## src/inc/cgen_pkg.sv

```systemverilog
// Constants and types for the clock generator configuration block
package cgen_pkg;
  // ****************************************
  // Register map (byte addresses)
  // ****************************************
  localparam int unsigned  AW         = 8;
  localparam logic [7:0]   CTL1_OFS   = 8'h00;
  localparam logic [7:0]   CTL2_OFS   = 8'h04;
  localparam logic [7:0]   STAT1_OFS  = 8'h08;
  localparam logic [7:0]   STAT2_OFS  = 8'h0C;
  localparam logic [7:0]   FILT_OFS   = 8'h10;
  localparam logic [7:0]   TRIM_OFS   = 8'h14;
  // ****************************************
  // Field positions
  // ****************************************
  localparam int unsigned  GAIN_BIT   = 7;
  localparam int unsigned  RANGE_BIT  = 6;
  localparam int unsigned  REFERENCE_SELECT_BIT   = 5;
  localparam int unsigned  MODE_LO    = 3;
  localparam int unsigned  STOPEN_BIT = 2;
  localparam int unsigned  LOSS_OF_CLOCK_DISABLE_BIT   = 1;
  localparam int unsigned  LOSS_OF_LOCK_RESET_ENABLE_BIT  = 7;
  localparam int unsigned  MFD_LO     = 4;
  localparam int unsigned  LOSS_OF_CLOCK_RESET_ENABLE_BIT  = 3;
  localparam int unsigned  RFD_LO     = 0;
  localparam int unsigned  IF_BIT     = 0;
  localparam int unsigned  REFST_BIT  = 1;
  localparam int unsigned  LOCS_BIT   = 2;
  localparam int unsigned  LOCK_BIT   = 3;
  localparam int unsigned  LOLS_BIT   = 4;
  localparam int unsigned  CLOCK_MODE_STATUS_LO   = 6;
  localparam int unsigned  OSCILLATOR_STABLE_STATUS_BIT   = 0;
  localparam int unsigned  FILT_W     = 12;
  // ****************************************
  // Reset values
  // ****************************************
  localparam logic [7:0]   CTL1_RST   = 8'h00;
  localparam logic [7:0]   CTL2_RST   = 8'h00;
  localparam logic [11:0]  FILT_RST   = 12'h800;
  localparam logic [7:0]   TRIM_RST   = 8'h80;
  // ****************************************
  // Clock modes and frequency figures
  // ****************************************
  typedef logic [1:0] cgen_mode_t;
  localparam cgen_mode_t   MODE_SCM   = 2'b00;
  localparam cgen_mode_t   MODE_FEI   = 2'b01;
  localparam cgen_mode_t   MODE_FBE   = 2'b10;
  localparam cgen_mode_t   MODE_FEE   = 2'b11;
  localparam int unsigned  SCM_KHZ    = 8000;
  localparam int unsigned  IRG_KHZ    = 243;
  localparam int unsigned  IRG_DIV    = 7;
  localparam int unsigned  P_LOW      = 64;
  localparam int unsigned  P_HIGH     = 1;
  localparam int unsigned  MFD_BASE   = 4;
  localparam int unsigned  MFD_STEP   = 2;
  localparam int unsigned  BUS_SHIFT  = 1;
  // ****************************************
  // Timing
  // ****************************************
  localparam int unsigned  PCLK_KHZ   = 125000;
  localparam int unsigned  SETTLE_NS  = 1000;
  localparam int unsigned  SETTLE_CYC = (SETTLE_NS * (PCLK_KHZ / 1000) + 999) / 1000;
  localparam logic [2:0]   CLOCK_MODE_STATUS_LAG  = 3'h4;
endpackage : cgen_pkg
```

## src/inc/cgen_if.sv

```systemverilog
// Configuration and status carrier between the generator control and its helpers
`timescale 1ns/1ps
interface cgen_if;
  logic [1:0]  mode;
  logic        range_hi;
  logic        ref_req;
  logic        loss_of_clock_disable;
  logic [2:0]  multiplier_field;
  logic [2:0]  reduction_field;
  logic [31:0] out_khz;
  logic        lol_evt;
  logic        loc_evt;
  logic        locked;
  logic        ref_ok;
  logic        oscillator_stable_status;
  modport ctl  (output mode, range_hi, ref_req, loss_of_clock_disable, multiplier_field, reduction_field,
                input  out_khz, lol_evt, loc_evt, locked, ref_ok, oscillator_stable_status);
  modport calc (input  mode, range_hi, multiplier_field, reduction_field, output out_khz);
  modport mon  (input  mode, ref_req, loss_of_clock_disable,
                output lol_evt, loc_evt, locked, ref_ok, oscillator_stable_status);
endinterface : cgen_if

```

## src/hw/cgen_freq_calc.sv

```systemverilog
// Output frequency model of the generator from mode, range and divisors
`timescale 1ns/1ps
module cgen_freq_calc #(
  parameter int unsigned EXT_W = 16
) (
  cgen_if.calc            cfg,
  input  wire logic [EXT_W-1:0] ext_khz
);
  logic [31:0] n_val;
  logic [31:0] p_val;
  logic [31:0] base;

  // Loop factors and mode-dependent frequency before reduction
  always_comb begin
    n_val = 32'(cgen_pkg::MFD_BASE) + 32'(cfg.multiplier_field) * 32'(cgen_pkg::MFD_STEP);
    p_val = cfg.range_hi ? 32'(cgen_pkg::P_HIGH) : 32'(cgen_pkg::P_LOW);
    unique case (cfg.mode)
      cgen_pkg::MODE_SCM: base = 32'(cgen_pkg::SCM_KHZ);
      cgen_pkg::MODE_FBE: base = 32'(ext_khz);
      cgen_pkg::MODE_FEI: base = 32'(cgen_pkg::IRG_KHZ) * 32'(cgen_pkg::P_LOW) * n_val
                                 / 32'(cgen_pkg::IRG_DIV);
      cgen_pkg::MODE_FEE: base = 32'(ext_khz) * p_val * n_val;
    endcase
    cfg.out_khz = base >> cfg.reduction_field;
  end
endmodule : cgen_freq_calc

```

## src/hw/cgen_lock_mon.sv

```systemverilog
// Loss-of-lock and loss-of-clock detection and oscillator settle tracking
`timescale 1ns/1ps
module cgen_lock_mon #(
  parameter logic [15:0] SETTLE = 16'(cgen_pkg::SETTLE_CYC)
) (
  input  wire logic pclk,
  input  wire logic presetn,
  input  wire logic ext_ref_ok,
  input  wire logic loop_locked,
  cgen_if.mon       st
);
  logic        lock_q;
  logic        ref_q;
  logic [1:0]  mode_q;
  logic [15:0] cnt_r;
  logic        engaged;
  logic        uses_ext;

  assign engaged  = st.mode[0];
  assign uses_ext = st.ref_req | (st.mode == cgen_pkg::MODE_FEE);

  // Previous levels for edge detection
  always_ff @(posedge pclk or negedge presetn) begin
    if (!presetn) begin
      lock_q <= 1'b0;
      ref_q  <= 1'b0;
      mode_q <= cgen_pkg::MODE_SCM;
    end else begin
      lock_q <= loop_locked;
      ref_q  <= ext_ref_ok;
      mode_q <= st.mode;
    end
  end

  // Settle counter, restarted by a mode change or lost lock
  always_ff @(posedge pclk or negedge presetn) begin
    if (!presetn) begin
      cnt_r <= 16'h0000;
    end else if ((st.mode != mode_q) || (engaged && !loop_locked)) begin
      cnt_r <= 16'h0000;
    end else if (cnt_r != SETTLE) begin
      cnt_r <= cnt_r + 16'h0001;
    end
  end

  assign st.lol_evt = engaged & lock_q & ~loop_locked;
  assign st.loc_evt = uses_ext & ~st.loss_of_clock_disable & ref_q & ~ext_ref_ok;
  assign st.locked  = lock_q;
  assign st.ref_ok  = ref_q;
  assign st.oscillator_stable_status    = (cnt_r == SETTLE);
endmodule : cgen_lock_mon

```

## src/hw/cgen_top.sv

```systemverilog
// Clock generator configuration and status block with an APB register slave
`timescale 1ns/1ps
module cgen_top #(
  parameter int unsigned EXT_W = 16
) (
  input  wire logic                     pclk,
  input  wire logic                     presetn,
  input  wire logic                     psel,
  input  wire logic                     penable,
  input  wire logic                     pwrite,
  input  wire logic [cgen_pkg::AW-1:0]  paddr,
  input  wire logic [31:0]              pwdata,
  output logic      [31:0]              prdata,
  output logic                          pready,
  output logic                          pslverr,
  input  wire logic [EXT_W-1:0]         ext_ref_khz,
  input  wire logic                     ext_ref_ok,
  input  wire logic                     loop_locked,
  input  wire logic [11:0]              loop_filter_in,
  output logic      [31:0]              output_khz,
  output logic      [31:0]              bus_khz,
  output logic      [1:0]               mode_status,
  output logic                          osc_request,
  output logic                          osc_gain_high,
  output logic                          osc_range_high,
  output logic                          osc_stop_enable,
  output logic      [7:0]               irg_trim,
  output logic      [11:0]              filter_out,
  output logic                          loss_reset_req,
  output logic                          loss_irq_req
);
  // ****************************************
  // Declarations
  // ****************************************
  cgen_if cfg ();
  logic [7:0]  ctl1_r;
  logic [7:0]  ctl2_r;
  logic        gain_once_r;
  logic        flag_r;
  logic        flag_nxt;
  logic        lols_r;
  logic        locs_r;
  logic [11:0] filt_r;
  logic [7:0]  trim_r;
  logic [1:0]  clock_mode_status_r;
  logic [2:0]  lag_r;
  logic [31:0] prdata_r;
  logic        pready_r;
  logic        pslverr_r;
  logic [31:0] out_khz_r;
  logic [31:0] bus_khz_r;
  logic        osc_req_r;
  logic        gain_r;
  logic        range_r;
  logic        stopen_r;
  logic [7:0]  trim_out_r;
  logic [11:0] filt_out_r;
  logic        rst_req_r;
  logic        irq_r;
  logic        setup;
  logic        wr_done;
  logic        hit;
  logic [31:0] rd_mux;
  logic [7:0]  stat1_v;
  logic        wr_ctl1;
  logic        wr_ctl2;
  logic        wr_stat1;
  logic        wr_filt;
  logic        wr_trim;
  logic        clr_flag;
  logic        lol_irq;
  logic        loc_irq;
  logic        lol_rst;
  logic        loc_rst;
  logic        engaged;

  // ****************************************
  // Configuration fanout
  // ****************************************
  // Fields seen by the frequency model and the monitor
  assign cfg.mode     = ctl1_r[cgen_pkg::MODE_LO +: 2];
  assign cfg.range_hi = ctl1_r[cgen_pkg::RANGE_BIT];
  assign cfg.ref_req  = ctl1_r[cgen_pkg::REFERENCE_SELECT_BIT]
                        & (cfg.mode != cgen_pkg::MODE_FEI);
  assign cfg.loss_of_clock_disable     = ctl1_r[cgen_pkg::LOSS_OF_CLOCK_DISABLE_BIT];
  assign cfg.multiplier_field      = ctl2_r[cgen_pkg::MFD_LO +: 3];
  assign cfg.reduction_field      = ctl2_r[cgen_pkg::RFD_LO +: 3];
  assign engaged      = cfg.mode[0];

  cgen_freq_calc #(
    .EXT_W   (EXT_W)
  ) u_calc (
    .cfg     (cfg),
    .ext_khz (ext_ref_khz)
  );

  cgen_lock_mon u_mon (
    .pclk        (pclk),
    .presetn     (presetn),
    .ext_ref_ok  (ext_ref_ok),
    .loop_locked (loop_locked),
    .st          (cfg)
  );

  // ****************************************
  // APB decode
  // ****************************************
  // Setup phase and completing access
  assign setup    = psel & ~penable;
  assign wr_done  = psel & penable & pready_r & pwrite;
  assign wr_ctl1  = wr_done & (paddr == cgen_pkg::CTL1_OFS);
  assign wr_ctl2  = wr_done & (paddr == cgen_pkg::CTL2_OFS);
  assign wr_stat1 = wr_done & (paddr == cgen_pkg::STAT1_OFS);
  assign wr_filt  = wr_done & (paddr == cgen_pkg::FILT_OFS);
  assign wr_trim  = wr_done & (paddr == cgen_pkg::TRIM_OFS);

  // Address hit check
  always_comb begin
    unique case (paddr)
      cgen_pkg::CTL1_OFS,
      cgen_pkg::CTL2_OFS,
      cgen_pkg::STAT1_OFS,
      cgen_pkg::STAT2_OFS,
      cgen_pkg::FILT_OFS,
      cgen_pkg::TRIM_OFS: hit = 1'b1;
      default:            hit = 1'b0;
    endcase
  end

  // Status one image
  always_comb begin
    stat1_v                          = 8'h00;
    stat1_v[cgen_pkg::IF_BIT]        = flag_r;
    stat1_v[cgen_pkg::REFST_BIT]     = cfg.ref_ok;
    stat1_v[cgen_pkg::LOCS_BIT]      = locs_r;
    stat1_v[cgen_pkg::LOCK_BIT]      = cfg.locked;
    stat1_v[cgen_pkg::LOLS_BIT]      = lols_r;
    stat1_v[cgen_pkg::CLOCK_MODE_STATUS_LO +: 2] = clock_mode_status_r;
  end

  // Read data mux, unused upper bits read zero
  always_comb begin
    rd_mux = 32'h0000_0000;
    unique case (paddr)
      cgen_pkg::CTL1_OFS:  rd_mux[7:0] = ctl1_r;
      cgen_pkg::CTL2_OFS:  rd_mux[7:0] = ctl2_r;
      cgen_pkg::STAT1_OFS: rd_mux[7:0] = stat1_v;
      cgen_pkg::STAT2_OFS: rd_mux[cgen_pkg::OSCILLATOR_STABLE_STATUS_BIT] = cfg.oscillator_stable_status;
      cgen_pkg::FILT_OFS:  rd_mux[cgen_pkg::FILT_W-1:0] = filt_r;
      cgen_pkg::TRIM_OFS:  rd_mux[7:0] = trim_r;
      default:             rd_mux = 32'h0000_0000;
    endcase
  end

  // No wait states: ready and data prepared during setup
  always_ff @(posedge pclk or negedge presetn) begin
    if (!presetn) begin
      pready_r  <= 1'b0;
      prdata_r  <= 32'h0000_0000;
      pslverr_r <= 1'b0;
    end else begin
      pready_r  <= setup;
      pslverr_r <= setup & ~hit;
      if (setup) begin
        prdata_r <= pwrite ? 32'h0000_0000 : rd_mux;
      end
    end
  end

  // ****************************************
  // Control registers
  // ****************************************
  // Control one, bit 0 held at zero, gain taken once
  always_ff @(posedge pclk or negedge presetn) begin
    if (!presetn) begin
      ctl1_r      <= cgen_pkg::CTL1_RST;
      gain_once_r <= 1'b0;
    end else if (wr_ctl1) begin
      ctl1_r[7:1] <= {ctl1_r[cgen_pkg::GAIN_BIT], pwdata[6:1]};
      ctl1_r[0]   <= 1'b0;
      gain_once_r <= 1'b1;
      if (!gain_once_r) begin
        ctl1_r[cgen_pkg::GAIN_BIT] <= pwdata[cgen_pkg::GAIN_BIT];
      end
    end
  end

  // Control two, plain read/write
  always_ff @(posedge pclk or negedge presetn) begin
    if (!presetn) begin
      ctl2_r <= cgen_pkg::CTL2_RST;
    end else if (wr_ctl2) begin
      ctl2_r <= pwdata[7:0];
    end
  end

  // Trim register, kept for the internal reference only
  always_ff @(posedge pclk or negedge presetn) begin
    if (!presetn) begin
      trim_r <= cgen_pkg::TRIM_RST;
    end else if (wr_trim) begin
      trim_r <= pwdata[7:0];
    end
  end

  // Filter: loop owns it when engaged, software otherwise
  always_ff @(posedge pclk or negedge presetn) begin
    if (!presetn) begin
      filt_r <= cgen_pkg::FILT_RST;
    end else if (engaged) begin
      filt_r <= loop_filter_in;
    end else if (wr_filt) begin
      filt_r <= pwdata[cgen_pkg::FILT_W-1:0];
    end
  end

  // ****************************************
  // Mode status lag
  // ****************************************
  // Status follows the select after a few cycles
  always_ff @(posedge pclk or negedge presetn) begin
    if (!presetn) begin
      lag_r   <= 3'h0;
      clock_mode_status_r <= cgen_pkg::MODE_SCM;
    end else begin
      if (wr_ctl1) begin
        lag_r <= cgen_pkg::CLOCK_MODE_STATUS_LAG;
      end else if (lag_r != 3'h0) begin
        lag_r <= lag_r - 3'h1;
      end
      if (lag_r == 3'h1) begin
        clock_mode_status_r <= cfg.mode;
      end
    end
  end

  // ****************************************
  // Loss events
  // ****************************************
  // Route each event to reset or interrupt
  assign lol_rst  = cfg.lol_evt & ctl2_r[cgen_pkg::LOSS_OF_LOCK_RESET_ENABLE_BIT];
  assign lol_irq  = cfg.lol_evt & ~ctl2_r[cgen_pkg::LOSS_OF_LOCK_RESET_ENABLE_BIT];
  assign loc_rst  = cfg.loc_evt & ctl2_r[cgen_pkg::LOSS_OF_CLOCK_RESET_ENABLE_BIT];
  assign loc_irq  = cfg.loc_evt & ~ctl2_r[cgen_pkg::LOSS_OF_CLOCK_RESET_ENABLE_BIT];
  assign clr_flag = wr_stat1 & pwdata[cgen_pkg::IF_BIT];
  // Set wins over a clear in the same cycle
  assign flag_nxt = (flag_r & ~clr_flag) | lol_irq | loc_irq;

  // Pending flag and per-cause status
  always_ff @(posedge pclk or negedge presetn) begin
    if (!presetn) begin
      flag_r <= 1'b0;
      lols_r <= 1'b0;
      locs_r <= 1'b0;
    end else begin
      flag_r <= flag_nxt;
      lols_r <= (lols_r & ~clr_flag) | cfg.lol_evt;
      locs_r <= (locs_r & ~clr_flag) | cfg.loc_evt;
    end
  end

  // ****************************************
  // Registered outputs
  // ****************************************
  // Frequency figures, self-clocked values at reset
  always_ff @(posedge pclk or negedge presetn) begin
    if (!presetn) begin
      out_khz_r <= 32'(cgen_pkg::SCM_KHZ);
      bus_khz_r <= 32'(cgen_pkg::SCM_KHZ) >> cgen_pkg::BUS_SHIFT;
    end else begin
      out_khz_r <= cfg.out_khz;
      bus_khz_r <= cfg.out_khz >> cgen_pkg::BUS_SHIFT;
    end
  end

  // Oscillator controls
  always_ff @(posedge pclk or negedge presetn) begin
    if (!presetn) begin
      osc_req_r  <= 1'b0;
      gain_r     <= 1'b0;
      range_r    <= 1'b0;
      stopen_r   <= 1'b0;
      trim_out_r <= cgen_pkg::TRIM_RST;
      filt_out_r <= cgen_pkg::FILT_RST;
    end else begin
      osc_req_r  <= cfg.ref_req;
      gain_r     <= ctl1_r[cgen_pkg::GAIN_BIT];
      range_r    <= cfg.range_hi;
      stopen_r   <= ctl1_r[cgen_pkg::STOPEN_BIT];
      trim_out_r <= trim_r;
      filt_out_r <= filt_r;
    end
  end

  // Reset request pulse and interrupt level
  always_ff @(posedge pclk or negedge presetn) begin
    if (!presetn) begin
      rst_req_r <= 1'b0;
      irq_r     <= 1'b0;
    end else begin
      rst_req_r <= lol_rst | loc_rst;
      irq_r     <= flag_nxt;
    end
  end

  assign prdata          = prdata_r;
  assign pready          = pready_r;
  assign pslverr         = pslverr_r;
  assign output_khz      = out_khz_r;
  assign bus_khz         = bus_khz_r;
  assign mode_status     = clock_mode_status_r;
  assign osc_request     = osc_req_r;
  assign osc_gain_high   = gain_r;
  assign osc_range_high  = range_r;
  assign osc_stop_enable = stopen_r;
  assign irg_trim        = trim_out_r;
  assign filter_out      = filt_out_r;
  assign loss_reset_req  = rst_req_r;
  assign loss_irq_req    = irq_r;
endmodule : cgen_top

```

## config.mk

```make
export PLATFORM = sky130hd
export DESIGN_NAME = cgen_top
export DESIGN_NICKNAME = d
export VERILOG_FILES = /design/src/inc/cgen_pkg.sv /design/src/inc/cgen_if.sv /design/src/hw/cgen_freq_calc.sv /design/src/hw/cgen_lock_mon.sv /design/src/hw/cgen_top.sv
export SDC_FILE = /design/constraint.sdc
export NUM_CORES = 1
export LEC_CHECK = 0
export BUFFER_PORTS_ARGS = -buffer_cell sky130_fd_sc_hd__buf_4
export CORE_MARGIN = 1.5
export CORE_UTILIZATION = 40
export DETAILED_ROUTE_END_ITERATION = 7
export GPL_ROUTABILITY_DRIVEN = 1
export PLACE_DENSITY = 0.68
export SYNTH_ARGS = -nofsm -noshare
export SYNTH_HDL_FRONTEND = slang
export SYNTH_HIERARCHICAL = 1
export SYNTH_SLANG_ARGS = --single-unit
export TNS_END_PERCENT = 50
```

## constraint.sdc

```tcl
create_clock -name pclk -period 32 [get_ports pclk]
set_clock_uncertainty 0.15 [all_clocks]
set_input_delay 0 -clock pclk [delete_from_list [all_inputs] [get_ports pclk]]
set_output_delay 0 -clock pclk [all_outputs]
set_load 0.02 [all_outputs]
```

==> results.py <==
metrics = {
    "placed_design": {
        "gp_congestion": 0.882,
        "place.port_buffers": 159,
        "dp_hpwl_mm": 35.1,
    },
    "floorplanning": {
        "initial_utilization_pct": 40.4,
        "die_area_mm2": 0.0412,
        "coreArea_mm2": 0.0395,
        "core.rowCount": 73,
        "die_y_um": 203,
        "die_w_um": 203,
        "io_pins": 201,
    },
    "worst_setup_path": {
        "cp_top_family": "compound AO/OA/AOI/OAI gates",
        "r2r-start": "ctl2_r[5]",
        "slowest_delay_ns": 1.12,
        "crit_slowest_cell": "ha_1",
        "critPathCaptureType": "flip-flop",
        "crit_cells": 55,
        "worstPathRequired_ns": 32.14,
        "crit_path_start": "ctl2_r[5]",
        "crit_type": "reg -> reg",
        "cp-start-kind": "flip-flop",
        "critPathBufInv": 3,
        "worst_path_most_repeated_cell": "ha_1",
        "worst-path-max-fanout": 23,
        "arrival_ns": 19.87,
        "reg2reg_depth": 55,
    },
    "drt": {
        "wl_per_cell_um": 18.1,
        "drc": 0,
        "detailroute.via_count": 14900,
        "first_pass_iters": 5,
        "routed_via_density": 5.82,
        "first_iter_violations": 1308,
        "wirelength_mm": 46.2,
        "antenna_left": 0,
    },
    "synthesis": {
        "ys_async_sr_fraction_pct": 100,
        "ys_ff_latch": 135,
        "synth.top_cell.area_share_pct": 19.6,
        "syn_area_per_cell_um2": 8.49,
        "synth_ff_type": "dfrtp_1",
        "ys_warn_count": 6,
        "ys_types": 137,
        "yosysMostFrequentCell": "nand2_1",
        "synthTopCellsByArea": "dfrtp_1 (20%), ha_1 (7.9%), fa_1 (5.6%)",
        "syn_area_mm2": 0.0160,
        "synth_area_leader_cell": "dfrtp_1",
        "synth_seq_area_share_pct": 21.2,
        "syn_inst": 1884,
        "synth_edf_count": 0,
        "yosys-top-cells-count": "nand2_1 (191), nor2_1 (130), dfrtp_1 (125)",
    },
    "outcome": {
        "status": "finished, final reports clean",
    },
    "global_routing": {
        "grt_pass1_wl_mm": 74.0,
        "grt_usage_pct": 21.9,
        "grt_max_degree": 78,
        "overflow": 0,
        "grt_pass1_vias": 14100,
        "antenna_found_initial": 0,
    },
    "power_and_ir_drop": {
        "p_comb_share_pct": 57.5,
        "switching_share_pct": 45.5,
        "clockPowerShare_pct": 20.7,
        "seq_power_share_pct": 21.9,
        "p_per_area_mw_per_mm2": 50.4,
        "p_int_mw": 0.497,
        "p_total_mw": 0.913,
        "irDropWorstVdd_mv": 0.0420,
        "p_switching_mw": 0.416,
        "p_leak_nw": 8.37,
    },
    "final_layout": {
        "area_growth_pct": 13.3,
        "nets": 2233,
        "drive_above_1_share_pct": 18.3,
    },
    "timing": {
        "fin_crit_sh_pct": 61.7,
        "min_period_ns": 19.73,
        "worst_pin_slew_ns": 1.27,
        "setup_tns_ns": 0,
        "final_max_slew_viol_count": 0,
        "setup_viol": 0,
        "max_clock_freq_mhz": 50.7,
        "finalHoldViolations": 0,
        "slew_headroom_pct": 14.9,
        "rsz0062_at_grt": "no",
    },
    "clock_tree": {
        "clk_pin_slew_ns": 0.06,
        "numCtsBuffers": 17,
        "cts_setup_buffers": 0,
        "cts.htree.levels": 4,
        "clockBufferDepth": 2,
        "worstSkewPairLatency_ns": 0.42,
        "clockRootBuffer": "clkbuf_16",
        "clkSinkCount": 135,
        "cts_tree": "built",
    },
    "flow_run": {
        "maxCapViolCount": 0,
    },
    "worst_hold_path": {
        "hold_path_class": "in -> async",
    },
}
==> worst reg2reg max path: cells and delay by family, from the launching register on <==
family                     cells  cell delay (ns)
and+or+nand+nor               19             5.21
adders and majority gates      7             3.32
AOI/OAI and AO/OA             23             7.64
buffers and inverters          3             1.49
xor gates and xnor gates       1             0.37
DFF                            1             0.62
muxes                          2             0.88
==> cells by family (layout without fill, tap and decap cells) <==
group | after synthesis | count (layout) | synth area share (%)
xor gates and xnor gates | 82 | 82 | 4.54
muxes | 105 | 105 | 7.25
and+or+nand+nor | 678 | 678 | 22.1
buffers and inverters | 239 | 346 | 8.26
other | 2 | 37 | 0.0470
AOI/OAI and AO/OA | 496 | 496 | 23.0
DFF | 135 | 135 | 21.2
adders and majority gates | 147 | 147 | 13.6
==> path summary, 6_finish.rpt <==
kind / endpoint / slack (ns)
max: output_khz[0] / 12.27
min: u_mon/cnt_r[10] / 0.007
max reg2reg: output_khz[0] / 12.27
min reg2reg: filter_out[11] / 0.23
max in group asynchronous: ctl1_r[3] / 30.39
min in group pclk: pslverr / 0.02
==> power groups by stage <==
stage | clock network, mW | registers, mW | logic (mW)
global placement | 0 | 0.201 | 0.500
global route | 0.200 | 0.202 | 0.582
detailed placement | 0 | 0.202 | 0.510
CTS | 0.190 | 0.199 | 0.517
floorplan | 0 | 0.200 | 0.414
finish | 0.189 | 0.200 | 0.524
==> sequential cells by signal (all words and copies together), names as in the netlist, 2 cells and up <==
register      count
ctl1_r            7
u_mon/cnt_r      16
u_mon/mode_q      2
mode_status       2
filter_out       12
output_khz       31
lag_r             3
filt_r           12
irg_trim          8
prdata           12
trim_r            8
ctl2_r            8
==> per-stage QoR <==
| step | instances | worst slack (ns) | hold slack [ns] | cell area [um2] | utilization (%) |
|---|---|---|---|---|---|
| final | 2551 | 12.27 | 0.00673 | 18100 | 45.8 |
| after global routing | 2550 | 11.26 | 0.0420 | 18100 | 45.8 |
| after CTS | 2550 | 12.65 | 0.00633 | 18100 | 45.8 |
| after detailed placement | 2477 | 12.68 | -0.0831 | 17100 | 43.3 |
| after global placement | 2477 | 13.09 | -0.0765 | 17100 | 43.3 |
| after floorplan | 1918 | 16.59 | -0.446 | 16100 | - |
==> area by class of cell <==
class	count	area (um2)
flip-flops and latches	135	3390
diodes	1	2.50
clock buffers	18	429
repair buffers	210	1680
well taps	525	657
clock inverters	14	141
inverters	104	403
fillers	3769	21400
multi-input cells	1544	11400
==> per-layer routing <==
layer | share of wire, % | wire length (um) | GRT usage, %
met4 | 2.0 | 924 | 5.24
met3 | 6.9 | 3210 | 4.14
met5 | 0 | 0 | 0
met2 | 45 | 20900 | 34.6
met1 | 46 | 21200 | 30.8
==> cell usage in the layout, fill, tap and decap left out, drive strengths merged, types with 19 or more instances in the layout <==
cell type | Yosys | final
nand2 | 195 | 195
buf | 96 | 169
nor2 | 132 | 132
dfrtp | 125 | 125
inv | 102 | 109
ha | 101 | 101
a21oi | 97 | 97
o21ai | 81 | 81
nor3 | 61 | 61
xnor2 | 61 | 61
nand3 | 53 | 53
mux2i | 51 | 51
mux2 | 51 | 51
fa | 45 | 45
dlygate4sd3 | 0 | 41
conb | 2 | 36
and2 | 33 | 33
a21o | 30 | 30
nor2b | 29 | 29
a31oi | 29 | 29
a211oi | 26 | 26
nand4 | 22 | 22
nor4 | 22 | 22
xor2 | 21 | 21
and3 | 21 | 21
o211ai | 19 | 19
or3 | 19 | 19
==> repair_timing <==
item / in CTS / in global routing
hold buffers: 41 / 0
endpoints found under the hold margin: 134 / 0
gates resized for setup: 0 / 0
(Power assumes the default switching activity.)
